### config.mk
export PLATFORM = sky130hd
export DESIGN_NAME = dadc_readout
export DESIGN_NICKNAME = d
export VERILOG_FILES = /design/src/pkg/dadc_pkg.sv /design/src/dadc_readout.sv
export SDC_FILE = /design/constraint.sdc
export NUM_CORES = 1
export LEC_CHECK = 0
export ABC_AREA = 1
export BUFFER_PORTS_ARGS = -buffer_cell sky130_fd_sc_hd__buf_4
export CAP_MARGIN = 20
export CORE_ASPECT_RATIO = 0.7
export CORE_UTILIZATION = 50
export DETAILED_ROUTE_END_ITERATION = 10
export HOLD_SLACK_MARGIN = 0.06
export PLACE_DENSITY = 0.65
export SLEW_MARGIN = 20
export SYNTH_ARGS = -nofsm -noshare
export SYNTH_HDL_FRONTEND = slang
export SYNTH_HIERARCHICAL = 1
export SYNTH_SLANG_ARGS = --single-unit
### constraint.sdc
create_clock -name core_clk -period 2.54 [get_ports core_clk]
set_input_delay 0.127 -clock core_clk [delete_from_list [all_inputs] [get_ports core_clk]]
set_output_delay 0.127 -clock core_clk [all_outputs]
set_load 0.005 [all_outputs]
### src/pkg/dadc_pkg.sv
package dadc_pkg;

  // frame layout on the serial result line
  localparam int unsigned NULL_BITS  = 4;
  localparam int unsigned DATA_BITS  = 12;
  localparam int unsigned FRAME_BITS = NULL_BITS + DATA_BITS;
  localparam int unsigned CNT_W      = 5;

  // sample buffer between front end and converter core
  localparam int unsigned FIFO_DEPTH = 4;

  // core clock, 250 MHz
  localparam int unsigned CORE_CLK_PERIOD_NS = 4;

  // values after reset
  localparam logic        SEL_N_RST  = 1'b1;
  localparam logic        SCLK_RST   = 1'b0;
  localparam logic [11:0] CODE_RST   = 12'h000;
  localparam logic [4:0]  CNT_RST    = 5'h00;

  // counter positions inside a frame
  localparam logic [4:0]  CNT_LAST_NULL = 5'(NULL_BITS - 1);
  localparam logic [4:0]  CNT_LAST_DATA = 5'(FRAME_BITS - 1);

  // frame sequencer states
  typedef enum logic [1:0] {
    DADC_ST_OFF  = 2'b00,
    DADC_ST_NULL = 2'b01,
    DADC_ST_DATA = 2'b10,
    DADC_ST_DONE = 2'b11
  } dadc_state_t;

  // one converted sample, two's complement
  typedef struct packed {
    logic signed [11:0] code;
  } dadc_smp_t;

  // synchronised pin levels
  typedef struct packed {
    logic sel_n;
    logic sclk;
  } dadc_link_t;

endpackage : dadc_pkg

### src/dadc_readout.sv
`timescale 1ns/1ps
// How it works
// - select low means normal mode, select high means power-down
// - every falling select starts a conversion and a fresh frame
// - frame is four null bits then twelve data bits, msb first
// - while driven, result output changes only on falling serial clock edges
// - serial clock alone steps the conversion and the shifting
// - result is the signed input as twelve-bit two's complement

// small valid/ready fifo for front end samples
module dadc_fifo #(
  parameter int unsigned WIDTH = 12,
  parameter int unsigned DEPTH = 4
) (
  input  wire logic             core_clk,
  input  wire logic             sys_rst,
  input  wire logic             in_valid,
  output      logic             in_ready,
  input  wire logic [WIDTH-1:0] in_data,
  output      logic             out_valid,
  input  wire logic             out_ready,
  output      logic [WIDTH-1:0] out_data
);
  localparam int unsigned AW = (DEPTH > 1) ? $clog2(DEPTH) : 1;

  logic [WIDTH-1:0] mem_reg [DEPTH];
  logic [AW-1:0]    wr_ptr_reg;
  logic [AW-1:0]    rd_ptr_reg;
  logic [AW:0]      count_reg;
  logic             push;
  logic             pop;

  function automatic logic [AW-1:0] ptr_inc(input logic [AW-1:0] p);
    return (p == AW'(DEPTH - 1)) ? '0 : p + AW'(1);
  endfunction : ptr_inc

  // handshake and head word
  assign in_ready  = (count_reg != (AW+1)'(DEPTH));
  assign out_valid = (count_reg != '0);
  assign push      = in_valid && in_ready;
  assign pop       = out_valid && out_ready;
  assign out_data  = mem_reg[rd_ptr_reg];

  // storage
  always_ff @(posedge core_clk) begin
    if (push) begin
      mem_reg[wr_ptr_reg] <= in_data;
    end
  end

  // pointers and fill level
  always_ff @(posedge core_clk or posedge sys_rst) begin
    if (sys_rst) begin
      wr_ptr_reg <= '0;
      rd_ptr_reg <= '0;
      count_reg  <= '0;
    end else begin
      if (push) begin
        wr_ptr_reg <= ptr_inc(wr_ptr_reg);
      end
      if (pop) begin
        rd_ptr_reg <= ptr_inc(rd_ptr_reg);
      end
      if (push && !pop) begin
        count_reg <= count_reg + (AW+1)'(1);
      end else if (pop && !push) begin
        count_reg <= count_reg - (AW+1)'(1);
      end
    end
  end
endmodule : dadc_fifo

// serial readout and successive approximation core
module dadc_readout #(
  parameter int unsigned FIFO_DEPTH = dadc_pkg::FIFO_DEPTH
) (
  input  wire logic                core_clk,
  input  wire logic                sys_rst,
  input  wire logic                conv_sel_n,
  input  wire logic                ser_clk,
  output      logic                ser_dout,
  output      logic                ser_dout_oe,
  output      logic                pwr_down,
  input  wire logic                smp_valid,
  output      logic                smp_ready,
  input  wire dadc_pkg::dadc_smp_t smp_data
);
  dadc_pkg::dadc_link_t  sync1_reg;
  dadc_pkg::dadc_link_t  sync2_reg;
  dadc_pkg::dadc_link_t  sync3_reg;
  dadc_pkg::dadc_state_t state_reg;
  logic [4:0]            cnt_reg;
  logic [11:0]           held_reg;
  logic [11:0]           sar_reg;
  logic                  dout_reg;
  logic                  oe_reg;
  logic                  pwr_reg;
  logic                  sel_fall;
  logic                  sclk_fall;
  logic                  in_frame;
  logic                  head_valid;
  dadc_pkg::dadc_smp_t   head_data;
  logic [11:0]           ubin;
  logic [3:0]            bit_idx;
  logic                  decide;
  logic                  out_bit;
  logic                  data_step;

  // trial value of a successive approximation step
  function automatic logic [11:0] sar_trial(input logic [11:0] acc,
                                            input logic [3:0]  idx);
    return acc | (12'h001 << idx);
  endfunction : sar_trial

  dadc_fifo #(
    .WIDTH ($bits(dadc_pkg::dadc_smp_t)),
    .DEPTH (FIFO_DEPTH)
  ) u_fifo (
    .core_clk  (core_clk),
    .sys_rst   (sys_rst),
    .in_valid  (smp_valid),
    .in_ready  (smp_ready),
    .in_data   (smp_data),
    .out_valid (head_valid),
    .out_ready (sel_fall),
    .out_data  (head_data)
  );

  // two-flop synchronisers plus one stage for edge detection
  always_ff @(posedge core_clk or posedge sys_rst) begin
    if (sys_rst) begin
      sync1_reg <= '{sel_n: dadc_pkg::SEL_N_RST, sclk: dadc_pkg::SCLK_RST};
      sync2_reg <= '{sel_n: dadc_pkg::SEL_N_RST, sclk: dadc_pkg::SCLK_RST};
      sync3_reg <= '{sel_n: dadc_pkg::SEL_N_RST, sclk: dadc_pkg::SCLK_RST};
    end else begin
      sync1_reg <= '{sel_n: conv_sel_n, sclk: ser_clk};
      sync2_reg <= sync1_reg;
      sync3_reg <= sync2_reg;
    end
  end

  // edges of the synchronised pins
  assign sel_fall  = sync3_reg.sel_n && !sync2_reg.sel_n;
  assign sclk_fall = sync3_reg.sclk && !sync2_reg.sclk;
  assign in_frame  = (state_reg == dadc_pkg::DADC_ST_NULL) ||
                     (state_reg == dadc_pkg::DADC_ST_DATA);

  // one approximation step: offset-binary compare, msb flipped back
  assign ubin    = {~held_reg[11], held_reg[10:0]};
  assign bit_idx = 4'(dadc_pkg::FRAME_BITS - 2 - 32'(cnt_reg));
  assign decide  = (sar_trial(sar_reg, bit_idx) <= ubin);
  assign out_bit = (bit_idx == 4'hB) ? ~decide : decide;

  // falls that put data bits 11 down to 0 on the line, msb included
  assign data_step = sclk_fall && in_frame &&
                     (cnt_reg >= dadc_pkg::CNT_LAST_NULL) &&
                     (cnt_reg <  dadc_pkg::CNT_LAST_DATA);

  // power mode follows select level
  always_ff @(posedge core_clk or posedge sys_rst) begin
    if (sys_rst) begin
      pwr_reg <= 1'b1;
    end else begin
      pwr_reg <= sync2_reg.sel_n;
    end
  end

  // frame sequencer and bit counter, stepped by serial clock
  always_ff @(posedge core_clk or posedge sys_rst) begin
    if (sys_rst) begin
      state_reg <= dadc_pkg::DADC_ST_OFF;
      cnt_reg   <= dadc_pkg::CNT_RST;
    end else if (sync2_reg.sel_n) begin
      state_reg <= dadc_pkg::DADC_ST_OFF;
      cnt_reg   <= dadc_pkg::CNT_RST;
    end else if (sel_fall) begin
      state_reg <= dadc_pkg::DADC_ST_NULL;
      cnt_reg   <= dadc_pkg::CNT_RST;
    end else if (sclk_fall && in_frame) begin
      cnt_reg <= cnt_reg + 5'h01;
      if (cnt_reg == dadc_pkg::CNT_LAST_NULL) begin
        state_reg <= dadc_pkg::DADC_ST_DATA;
      end else if (cnt_reg == dadc_pkg::CNT_LAST_DATA - 5'h01) begin
        state_reg <= dadc_pkg::DADC_ST_DONE;
      end
    end
  end

  // sample capture at conversion start, last sample kept if fifo is empty
  always_ff @(posedge core_clk or posedge sys_rst) begin
    if (sys_rst) begin
      held_reg <= dadc_pkg::CODE_RST;
    end else if (sel_fall && head_valid) begin
      held_reg <= head_data.code;
    end
  end

  // approximation accumulator, one decision per falling serial clock of the twelve data bits
  always_ff @(posedge core_clk or posedge sys_rst) begin
    if (sys_rst) begin
      sar_reg <= dadc_pkg::CODE_RST;
    end else if (sel_fall) begin
      sar_reg <= dadc_pkg::CODE_RST;
    end else if (data_step) begin
      if (decide) begin
        sar_reg <= sar_trial(sar_reg, bit_idx);
      end
    end
  end

  // serial result bit and its enable
  always_ff @(posedge core_clk or posedge sys_rst) begin
    if (sys_rst) begin
      dout_reg <= 1'b0;
      oe_reg   <= 1'b0;
    end else if (sync2_reg.sel_n) begin
      dout_reg <= 1'b0;
      oe_reg   <= 1'b0;
    end else if (sel_fall) begin
      dout_reg <= 1'b0;
      oe_reg   <= 1'b1;
    end else if (sclk_fall && state_reg != dadc_pkg::DADC_ST_OFF) begin
      if (data_step) begin
        dout_reg <= out_bit;
      end else begin
        dout_reg <= 1'b0;
      end
    end
  end

  assign ser_dout    = dout_reg;
  assign ser_dout_oe = oe_reg;
  assign pwr_down    = pwr_reg;

  // helper: word gathered from the line, checked against the sample
  logic [11:0] seen_reg;
  always_ff @(posedge core_clk or posedge sys_rst) begin
    if (sys_rst) begin
      seen_reg <= dadc_pkg::CODE_RST;
    end else if (data_step) begin
      seen_reg <= {seen_reg[10:0], out_bit};
    end
  end

  a_pwr_follow: assert property (
    @(posedge core_clk) disable iff (sys_rst)
    $rose(sync2_reg.sel_n) |=> pwr_down ##1 1'b1)
    else $error("power-down not entered after select rose");

  a_frame_start: assert property (
    @(posedge core_clk) disable iff (sys_rst)
    sel_fall |=> (state_reg == dadc_pkg::DADC_ST_NULL) && cnt_reg == 5'h00
                 && ser_dout_oe && !ser_dout)
    else $error("select fall did not open a frame");

  a_null_lead: assert property (
    @(posedge core_clk) disable iff (sys_rst)
    ((state_reg == dadc_pkg::DADC_ST_NULL) |-> !ser_dout)
    and ($rose(state_reg == dadc_pkg::DADC_ST_DATA) |-> cnt_reg == 5'h04))
    else $error("null bits wrong in frame head");

  a_msb_first: assert property (
    @(posedge core_clk) disable iff (sys_rst)
    (data_step && cnt_reg == dadc_pkg::CNT_LAST_NULL)
      |=> ser_dout == held_reg[11])
    else $error("first data bit is not the sample msb");

  a_frame_len: assert property (
    @(posedge core_clk) disable iff (sys_rst)
    $rose(state_reg == dadc_pkg::DADC_ST_DONE)
      |-> cnt_reg == dadc_pkg::CNT_LAST_DATA)
    else $error("frame closed after wrong bit count");

  a_tail_zero: assert property (
    @(posedge core_clk) disable iff (sys_rst)
    (state_reg == dadc_pkg::DADC_ST_DONE && sclk_fall) |=> !ser_dout)
    else $error("result line not zero after the last data bit");

  a_dout_fall: assert property (
    @(posedge core_clk) disable iff (sys_rst)
    ($changed(ser_dout) && ser_dout_oe && !$past(sel_fall))
      |-> $past(sclk_fall))
    else $error("result bit changed without a falling serial clock");

  a_step_sclk: assert property (
    @(posedge core_clk) disable iff (sys_rst)
    ($changed(cnt_reg) && !$past(sel_fall) && !$past(sync2_reg.sel_n))
      |-> $past(sclk_fall) && cnt_reg == $past(cnt_reg) + 5'h01)
    else $error("conversion stepped without serial clock");

  a_twos_word: assert property (
    @(posedge core_clk) disable iff (sys_rst)
    $rose(state_reg == dadc_pkg::DADC_ST_DONE) |-> seen_reg == held_reg)
    else $error("shifted word differs from two's complement sample");

  a_float_idle: assert property (
    @(posedge core_clk) disable iff (sys_rst)
    sync2_reg.sel_n |=> !ser_dout_oe)
    else $error("result line driven while select high");

  c_full_frame: cover property (@(posedge core_clk) disable iff (sys_rst)
    $rose(state_reg == dadc_pkg::DADC_ST_DONE));
  c_fifo_full: cover property (@(posedge core_clk) disable iff (sys_rst)
    smp_valid && !smp_ready);
  c_abort_data: cover property (@(posedge core_clk) disable iff (sys_rst)
    state_reg == dadc_pkg::DADC_ST_DATA ##1 sync2_reg.sel_n);
  c_negative: cover property (@(posedge core_clk) disable iff (sys_rst)
    $rose(state_reg == dadc_pkg::DADC_ST_DONE) && held_reg[11]);
endmodule : dadc_readout

==> results.yml, run 1 <==
routing:
  ant_nets: 0
  post_drt_wl_per_cell_um: 13.4
  firstDrtPassIters: 4
  drc: 0
  drt_iter0_markers: 153
  wl_um: 8440
  via_count: 3072
  via_per_inst: 4.88
synthesis:
  syn_nets: 497
  yosysSeqAreaShare: 0.561
  synthAdderAreaFrac: 0.0692
  synthMuxAreaShare: 0.00486
  syn_area_per_cell_sq_um: 10.2
  synth_cell_types: 34
  syn_inst: 455
  synth_warnings: 6
  synth_edf_count: 48
  synth_top_family_by_area: "simple AND/OR/NAND/NOR gates"
  synth-xor-area-share: 0.00189
  synth-compound-area-share: 0.109
  ys_seq_elements: 94
  synth-simple-area-share: 0.153
  async_flop_share: 0.489
  syn_area_sq_um: 4630
  yosys_most_used_dff: "edfxtp_1"
sta:
  maxSlewViolCount: 0
  relSlewSlack: 0.413
  timing.final.crit_period_ps: 2360
  hold_violations: 0
  finalSetupViolations: 0
  fmax_mhz: 423
  max_slew.worst_pin.slew_ps: 879
  setup_ws_ps: 176
  fin_tns_setup_ps: 0
  finClkSkew_ps: 7.04
  post-route-period-util: 0.931
clock_network:
  clk_latency_ps: 350
  htree_levels: 3
  cts_root_buffer: "clkbuf_16"
  cts_buffer_depth: 2
  clock-sinks: 94
  cts_buffers: 9
  clk_pin_slew_ps: 70
  cts_tree: "done"
floorplanning:
  die_h_um: 82.5
  fp.coreArea_sq_um: 8720
  start_util: 0.531
  ios: 21
  die_w_um: 117
  die_area_sq_um: 9660
  rows: 28
place:
  io_buffers: 20
  hpwlAfterDp_um: 6010
  placed_cells: 595
  dp_slack_ps: -26.5
  gp_congestion: 0.836
flow_run:
  maxCapViolations: 0
pwr:
  power_mw: 4.73
  powerDensity_nw_per_um2: 869
  p_seq_frac: 0.442
  pwr-share-comb: 0.263
  irDropWorstVdd_mv: 0.517
  clkPwrFrac: 0.296
  intPower_mw: 3.19
  p_switching_mw: 1.54
  power.leakage_nw: 2.47
  p_sw_frac: 0.326
setup_path:
  critical_path.max_fanout: 12
  critical_path_class: "reg2reg"
  worstPathRequired_ps: 2810
  crit_path_end_kind: "flop"
  worst_setup_path_start_kind: "flop"
  crit_arrival_ps: 2640
global_route:
  grt_pass1_wl_um: 14200
  antenna_found_initial: 0
  grt_pass1_vias: 2908
  grt_max_degree: 24
  grt_use_total: 0.202
  grt-ovfl-total: 0
layout:
  areaGrowthSynthToFinish_pct: 17.5
  layout-drive-gt1-share: 0.210
  layoutNonFillerInstCount: 630
  nFillCells: 711
  post-route-util: 0.624
  largest_register_ff_count: 48
  antennaDiodeCount: 0
  nets: 547
worst_hold_path:
  hp-class: "in2async"
run_status:
  status: "completed"
==> stage by stage <==
step	cell area [sq um]	hold WS (ps)
finish	5440	275
global placement	4920	90.7
floorplan	4630	-69.6
detailed placement	4920	92.4
global route	5440	308
CTS	5400	272
==> critical path, cell delays in order, from the launching register on <==
cell,delay [ps]
dfrtp_2,460
ha_4,180
nand2_1,100
nand2_4,100
clkinv_8,80
nand2_1,70
o21ai_2,200
ha_1,280
nand2_1,70
inv_1,60
nand2_1,60
nand2_1,60
nand2_1,60
nand3_1,90
nand2_2,140
nand2_8,110
a21oi_1,140
==> synth_stat cells (3+ instances only) <==
master | count | area (sq um)
nand3_1 | 13 | 65.1
edfxtp_1 | 48 | 1440
o211ai_1 | 25 | 188
nand2_1 | 98 | 368
inv_2 | 7 | 26.3
nand2_2 | 10 | 62.6
a21oi_2 | 10 | 87.6
a21oi_1 | 16 | 80.1
o21ai_0 | 8 | 40.0
buf_6 | 9 | 101
nor2_1 | 25 | 93.8
ha_1 | 24 | 300
dfrtp_1 | 43 | 1080
nand3_2 | 3 | 30.0
dfstp_2 | 3 | 78.8
nand4_1 | 3 | 18.8
inv_1 | 81 | 304
o21ai_2 | 10 | 87.6
==> power by group through the flow <==
stage               registers (mW)  clock network [mW]  logic (mW)
CTS                           2.09                1.43        1.27
global route                  2.12                1.48        1.44
finish                        2.09                1.40        1.24
global placement              2.11                   0        1.20
detailed placement            2.12                   0        1.24
floorplan                     2.06                   0        1.01
==> cells by family (layout without fill, tap and decap cells) <==
kind of cell / count (synthesis) / count (layout)
flip-flops: 94 / 94
multiplexers: 2 / 2
buffers and inverters: 102 / 157
AO/OA/AOI/OAI: 72 / 72
XOR/XNOR: 1 / 1
adder cells (fa/ha/maj): 25 / 25
AND/OR/NAND/NOR: 159 / 159
==> layout make-up <==
cell class	instances	area, sq um	share of cell area
flip-flops and latches	94	2600	0.477
multi-input cells	259	1590	0.292
repair buffers	52	443	0.0814
inverters	89	347	0.0637
clock buffers	9	225	0.0414
well taps	120	150	0.0276
clock inverters	7	88.8	0.0163
==> final timing paths <==
check / from / endpoint / slack [ps] / depth (start not counted)
min reg2reg: sync1_reg[0] / sync2_reg[0] / 350 / 0
min: sys_rst / u_fifo/rd_ptr_reg[0] / 270 / 3
min in group core_clk: sync1_reg[0] / sync2_reg[0] / 350 / 0
max: cnt_reg[0] / sar_reg[1] / 180 / 16
max reg2reg: cnt_reg[0] / sar_reg[1] / 180 / 16
max in group asynchronous: sys_rst / sync1_reg[1] / 1260 / 4
==> layer usage <==
layer | part of all wire | wire [um] | global-route usage
met1 | 0.52 | 4370 | 0.286
met2 | 0.43 | 3630 | 0.306
met3 | 0.039 | 330 | 0.0511
met4 | 0.013 | 113 | 0.0646
met5 | 0 | 0 | 0
==> cell usage in the layout (no fill, tap or decap), drive strengths merged <==
cell,count
a21o,1
a21oi,26
buf,36
bufinv,1
clkbuf,9
clkinv,2
clkinvlp,1
dfrtp,43
dfstp,3
dlygate4sd3,16
edfxtp,48
fa,1
ha,24
inv,92
mux2,2
nand2,109
nand3,17
nand4,4
nor2,27
nor3,1
nor3b,1
o211ai,25
o21ai,18
o22ai,2
xnor2,1
==> timing repair <==
action	4_1_cts	5_1_grt
pin swaps	0	3
setup endpoints to repair	12	13
hold endpoints to repair	80	0
hold buffers	16	0
setup buffers	0	3
gates cloned	0	0
gates resized for setup	1	6
Power figures use the tool's default switching activity.
==> run 2: changes to the inputs <==
--- a/config.mk
+++ b/config.mk
@@ -10,6 +10,7 @@
 export CAP_MARGIN = 20
 export CORE_ASPECT_RATIO = 0.7
 export CORE_UTILIZATION = 50
+export CTS_BUF_LIST = sky130_fd_sc_hd__clkbuf_2
 export DETAILED_ROUTE_END_ITERATION = 10
 export HOLD_SLACK_MARGIN = 0.06
 export PLACE_DENSITY = 0.65
==> run 2 against run 1 <==
Effect of this change: flip-flop and latch count stayed put; critical endpoint unchanged; global-route usage decreased by 0.28 points; routed wire length is 1.3% higher; worst setup slack worse by 40 ps; critical path depth is the same; final cell count is 0.32% higher; total power decreased by 12%; sequential power barely moved; non-clock buffer count increased by 1; clock skew grew 12 ps; combinational power rose by 3%; maximum frequency fell by 1.6%.
==> results.yml, run 2 (synthesized netlist as in run 1, its figures left out) <==
clock_network:
  cts_root_buffer: "clkbuf_2"
  clock-sinks: 94
  cts_tree: "done"
  clk_latency_ps: 570
  clk_pin_slew_ps: 270
  cts_buffer_depth: 2
  htree_levels: 3
  cts_buffers: 9
routing:
  wl_um: 8550
  ant_nets: 0
  via_per_inst: 5.01
  via_count: 3167
  drc: 0
  post_drt_wl_per_cell_um: 13.5
  drt_iter0_markers: 180
  firstDrtPassIters: 5
place:
  gp_congestion: 0.836
  dp_slack_ps: -26.5
  io_buffers: 20
  hpwlAfterDp_um: 6010
  place_area_sq_um: 4920
setup_path:
  slowest_delay_ps: 520
  reg2reg_depth: 16
  crit_path_end_kind: "flop"
  worstPathRequired_ps: 3060
  worst_setup_path_start_kind: "flop"
  cp_slowest_cell: "dfrtp_2"
  crit_path_end: "sar_reg[1]"
  worstSetupPathDepth: 16
  rrSetupSlack_ps: 140
  crit_top_cell: "nand2_2"
  critical_path_class: "reg2reg"
  crit_family: "simple AND/OR/NAND/NOR gates"
  startpoint: "cnt_reg[0]"
  rr_startpoint: "cnt_reg[0]"
  path_buf_inv: 3
  crit_arrival_ps: 2920
  worstPathCellList: "ha_4, inv_2, nand2_2, nand2_4, clkinv_8, nand2_2, o21ai_2, ha_4, nand2_1, inv_1, nand2_2, nor2_4, nand4_2, nand2_4, nand2_8, a21oi_2"
  r2r_end: "sar_reg[1]"
  critical_path.max_fanout: 6
layout:
  layout-drive-gt1-share: 0.230
  nets: 549
  nFillCells: 719
  antennaDiodeCount: 0
  finish.instance_area_sq_um: 5370
  post-route-util: 0.615
  multi_input_area_sq_um: 1680
  areaGrowthSynthToFinish_pct: 15.8
  layout_common_cells: "97 x nand2_1, 80 x inv_1, 48 x edfxtp_1"
  largest_register_ff_count: 48
  register_area_sq_um: 2600
  final_common_cell: "nand2_1"
sta:
  finClkSkew_ps: 19.1
  timing.final.crit_period_ps: 2400
  fmax_mhz: 416
  post-route-period-util: 0.946
  max_slew.worst_pin.slew_ps: 921
  hold_violations: 0
  fin_tns_setup_ps: 0
  finalSetupViolations: 0
  relSlewSlack: 0.386
  setup_ws_ps: 137
  maxSlewViolCount: 0
worst_hold_path:
  hp-class: "in2reg"
pwr:
  power_mw: 4.16
  powerDensity_nw_per_um2: 776
  power.leakage_nw: 2.41
  irDropWorstVdd_mv: 0.507
global_route:
  grt_max_degree: 24
  grt_use_total: 0.199
  grt_pass1_vias: 2901
  grt-ovfl-total: 0
  antenna_found_initial: 0
  grt_pass1_wl_um: 14100
floorplanning:
  die_w_um: 117
  start_util: 0.531
  rows: 28
  fp.coreArea_sq_um: 8720
  die_area_sq_um: 9660
  die_h_um: 82.5
  ios: 21
run_status:
  status: "completed"
flow_run:
  maxCapViolations: 0
run 2: cell types whose count changed in the layout (fill, tap and decap cells not counted), moves of 2 or more:
cell | previous run | this run
ha_4 | 1 | 4
a21oi_1 | 16 | 14
ha_1 | 23 | 18
ha_2 | 0 | 2
a21oi_2 | 10 | 12
clkbuf_16 | 9 | 0
clkbuf_2 | 0 | 9
run 2: through the flow:
step	instances	hold slack (ps)
final	632	168
after floorplan	455	-69.6
after CTS	628	126
after global placement	595	90.7
after global routing	632	113
after detailed placement	595	92.4
run 2: per-layer routing:
metal / share of wire / GRT usage / up-vias
met5: 0 / 0 / -
met4: 0.0078 / 0.0494 / 0
met3: 0.062 / 0.0511 / 9
met2: 0.43 / 0.302 / 97
met1: 0.50 / 0.286 / 1477
li1: - / - / 1584
run 2: where the power goes:
| part | switching, mW | internal, mW |
|---|---|---|
| Clock | 0.546 | 0.254 |
| Combinational | 0.790 | 0.487 |
| Sequential | 0.161 | 1.92 |
| Total | 1.50 | 2.67 |
run 2: worst reg2reg max path: stages (launching register included):
cell and delay, ps:
dfrtp_2 520, ha_4 190, inv_2 70, nand2_2 60
nand2_4 130, clkinv_8 80, nand2_2 90, o21ai_2 90
ha_4 280, nand2_1 50, inv_1 60, nand2_2 80
nor2_4 120, nand4_2 120, nand2_4 160, nand2_8 90
a21oi_2 160
run 2: worst min-delay path by stage:
| stage | cells past startpoint | start | to | slack, ps |
|---|---|---|---|---|
| after detailed placement | 2 | sys_rst | u_fifo/rd_ptr_reg[0] | 90 |
| final | 2 | conv_sel_n | sync1_reg[1] | 170 |
| after global placement | 2 | sys_rst | u_fifo/rd_ptr_reg[0] | 90 |
| after CTS | 2 | conv_sel_n | sync1_reg[1] | 130 |
| after global routing | 2 | conv_sel_n | sync1_reg[1] | 110 |
| after floorplan | 1 | sys_rst | u_fifo/count_reg[0] | -70 |
run 2: layout make-up:
class / instances / share of cell area
repair buffers: 53 / 0.0844
flip-flops and latches: 94 / 0.484
multi-input cells: 260 / 0.314
clock buffers: 9 / 0.00840
clock inverters: 7 / 0.0166
well taps: 120 / 0.0280
inverters: 89 / 0.0646
run 2: timing repair:
item | in CTS | in global routing
gates cloned | 0 | 1
hold buffers | 17 | 0
pin swaps | 0 | 8
setup buffers | 0 | 3
setup endpoints to repair | 12 | 13
resized for setup | 1 | 19
endpoints found under the hold margin | 81 | 0
==> run 3: changes to the inputs <==
--- a/config.mk
+++ b/config.mk
@@ -5,10 +5,10 @@
 export SDC_FILE = /design/constraint.sdc
 export NUM_CORES = 1
 export LEC_CHECK = 0
-export ABC_AREA = 1
 export BUFFER_PORTS_ARGS = -buffer_cell sky130_fd_sc_hd__buf_4
 export CAP_MARGIN = 20
 export CORE_ASPECT_RATIO = 0.7
+export CORE_MARGIN = 2
 export CORE_UTILIZATION = 50
 export CTS_BUF_LIST = sky130_fd_sc_hd__clkbuf_2
 export DETAILED_ROUTE_END_ITERATION = 10
==> run 3 against run 2 <==
Effect of this change: the run now ends with setup timing left; worst hold slack got worse by 20 ps; die area down 1.3%; combinational power shrank 22%; critical path depth decreased by 4; critical endpoint is now ser_dout; sequential share of layout area increased by 1.0 points; flip-flop and latch count stayed put; highest routed layer unchanged.
==> results.yml, run 3 <==
run_status:
  status: "finished with violations"
  violations: "setup timing"
clock_network:
  cts_root_buffer: "clkbuf_2"
  htree_levels: 3
  cts_tree: "done"
  clock-sinks: 94
  clk_pin_slew_ps: 250
  cts_buffer_depth: 2
  cts_buffers: 9
  clk_latency_ps: 550
pwr:
  irDropWorstVdd_mv: 0.521
  power.leakage_nw: 2.30
  power_mw: 3.80
  powerDensity_nw_per_um2: 724
floorplanning:
  die_h_um: 82.3
  die_w_um: 116
  die_area_sq_um: 9530
  start_util: 0.517
  fp.coreArea_sq_um: 8480
  rows: 28
  ios: 21
sta:
  timing.final.crit_period_ps: 2870
  hold_violations: 0
  max_slew.worst_pin.slew_ps: 806
  relSlewSlack: 0.463
  finalSetupViolations: 13
  maxSlewViolCount: 0
  finClkSkew_ps: 31.1
  setup_ws_ps: -333
  fmax_mhz: 348
  fin_tns_setup_ps: -4080
  post-route-period-util: 1.13
  rsz0062_at_grt: "yes"
layout:
  largest_register_ff_count: 48
  post-route-util: 0.619
  antennaDiodeCount: 0
  layout_common_cells: "54 x buf_4, 48 x edfxtp_1, 42 x dfrtp_1"
  nets: 433
  layout-drive-gt1-share: 0.336
  final_common_cell: "buf_4"
  layoutNonFillerInstCount: 516
  areaGrowthSynthToFinish_pct: 19.9
place:
  hpwlAfterDp_um: 5500
  dp_slack_ps: -427
  gp_congestion: 0.818
  io_buffers: 20
  placed_cells: 482
synthesis:
  yosys_most_used_dff: "edfxtp_1"
  synth_top_area_frac: 0.329
  yosysSeqAreaShare: 0.593
  yosysTopAreaCell: "edfxtp_1"
  synth.area.top_cells: "edfxtp_1 33%, dfrtp_1 25%, ha_1 6.9%, mux4_2 4.1%, mux2_2 3.9%"
  yosysMostFrequentCell: "edfxtp_1"
  synth_warnings: 6
  syn_area_per_cell_sq_um: 13.9
  async_flop_share: 0.489
  synth_cell_types: 48
  syn_nets: 358
  ys_seq_elements: 94
  syn_area_sq_um: 4380
  syn_inst: 316
  synthTopCellsByCount: "48 x edfxtp_1, 43 x dfrtp_1, 31 x inv_1"
  synth_edf_count: 48
routing:
  drc: 0
  firstDrtPassIters: 4
  ant_nets: 0
  wl_um: 7570
  drt_iter0_markers: 142
  post_drt_wl_per_cell_um: 14.7
  via_count: 2630
  via_per_inst: 5.10
global_route:
  grt_max_degree: 26
  grt_pass1_wl_um: 12900
  grt_pass1_vias: 2707
  antenna_found_initial: 0
  grt_use_total: 0.182
  grt-ovfl-total: 0
setup_path:
  rr_startpoint: "cnt_reg[0]"
  crit_path_end: "ser_dout"
  crit_path_end_kind: "flop"
  crit_arrival_ps: 3390
  rrSetupSlack_ps: -330
  r2r_end: "ser_dout"
  reg2reg_depth: 12
  critical_path_class: "reg2reg"
  worst_setup_path_start_kind: "flop"
  critical_path.max_fanout: 7
  worstPathRequired_ps: 3050
  startpoint: "cnt_reg[0]"
worst_hold_path:
  hp-class: "in2async"
flow_run:
  maxCapViolations: 0
-- run 3: changes by cell type in the layout (fill, tap and decap cells not counted), moves of 8 or more --
cell | previous run | this run
buf_4 | 35 | 54
inv_1 | 80 | 30
mux2_2 | 2 | 15
mux4_2 | 0 | 8
nand2_1 | 97 | 19
nand2_2 | 9 | 1
nand3_1 | 12 | 4
nor2_1 | 24 | 16
o211ai_1 | 25 | 2
-- run 3: repair_timing --
| action | in CTS | in global routing |
|---|---|---|
| gates resized for setup | 7 | 8 |
| endpoints found under the hold margin | 71 | 2 |
| pin swaps | 2 | 3 |
| endpoints found under the setup margin | 13 | 13 |
| setup buffers | 1 | 0 |
| hold buffers | 16 | 1 |
-- run 3: how the worst min path moves through the flow --
stage | slack (ps) | depth (start not counted) | start | to
after detailed placement | 90 | 2 | sys_rst | u_fifo/count_reg[1]
after floorplan | -70 | 1 | sys_rst | u_fifo/count_reg[0]
after global placement | 90 | 2 | sys_rst | u_fifo/count_reg[1]
final | 150 | 3 | sys_rst | sync1_reg[0]
after global routing | 110 | 3 | sys_rst | sync1_reg[0]
after CTS | 70 | 3 | smp_valid | u_fifo/wr_ptr_reg[0]
-- run 3: cell type report --
cell class	count	area, sq um
Fill cell	713	3230
Sequential cell	94	2600
Multi-Input combinational cell	181	1690
Timing Repair Buffer	74	609
Tap cell	120	150
Inverter	31	116
Clock buffer	11	55.1
Clock inverter	5	33.8
-- run 3: logic make-up (layout without fill, tap and decap cells) --
family	count (synthesis)	after routing	synth area share
adder cells (fa/ha/maj)	25	25	0.0731
AND/OR/NAND/NOR	73	73	0.0906
XOR/XNOR	6	6	0.0120
AO/OA/AOI/OAI	47	47	0.0751
multiplexers	30	30	0.111
flip-flops	94	94	0.593
buffers and inverters	41	121	0.0451
-- run 3: critical path: stages (launching register included) --
cell       delay, ps
dfrtp_1          480
ha_4             200
buf_6            110
mux2i_1          100
a21o_1           240
a21oi_1          260
inv_1             80
ha_1             300
o211ai_1         120
a211oi_2         280
a2111oi_4         70
or4b_1           530
nand3_1           80
-- run 3: power by group --
group	switching [mW]	internal [mW]	total (mW)
Combinational	0.429	0.571	1.00
Clock	0.479	0.138	0.617
Sequential	0.245	1.94	2.18
-- run 3: routing by layer --
metal,routed length [um],GRT usage
met1,3810,0.249
met2,3410,0.287
met3,255,0.0526
met4,82,0.0548
met5,0,0
-- run 3: stage by stage --
stage / hold slack, ps / cell area [sq um]
3_5_place_dp: 94.3 / 4910
2_1_floorplan: -69.6 / 4430
3_3_place_gp: 92.8 / 4910
4_1_cts: 65.7 / 5210
5_1_grt: 115 / 5250
6_report: 148 / 5250
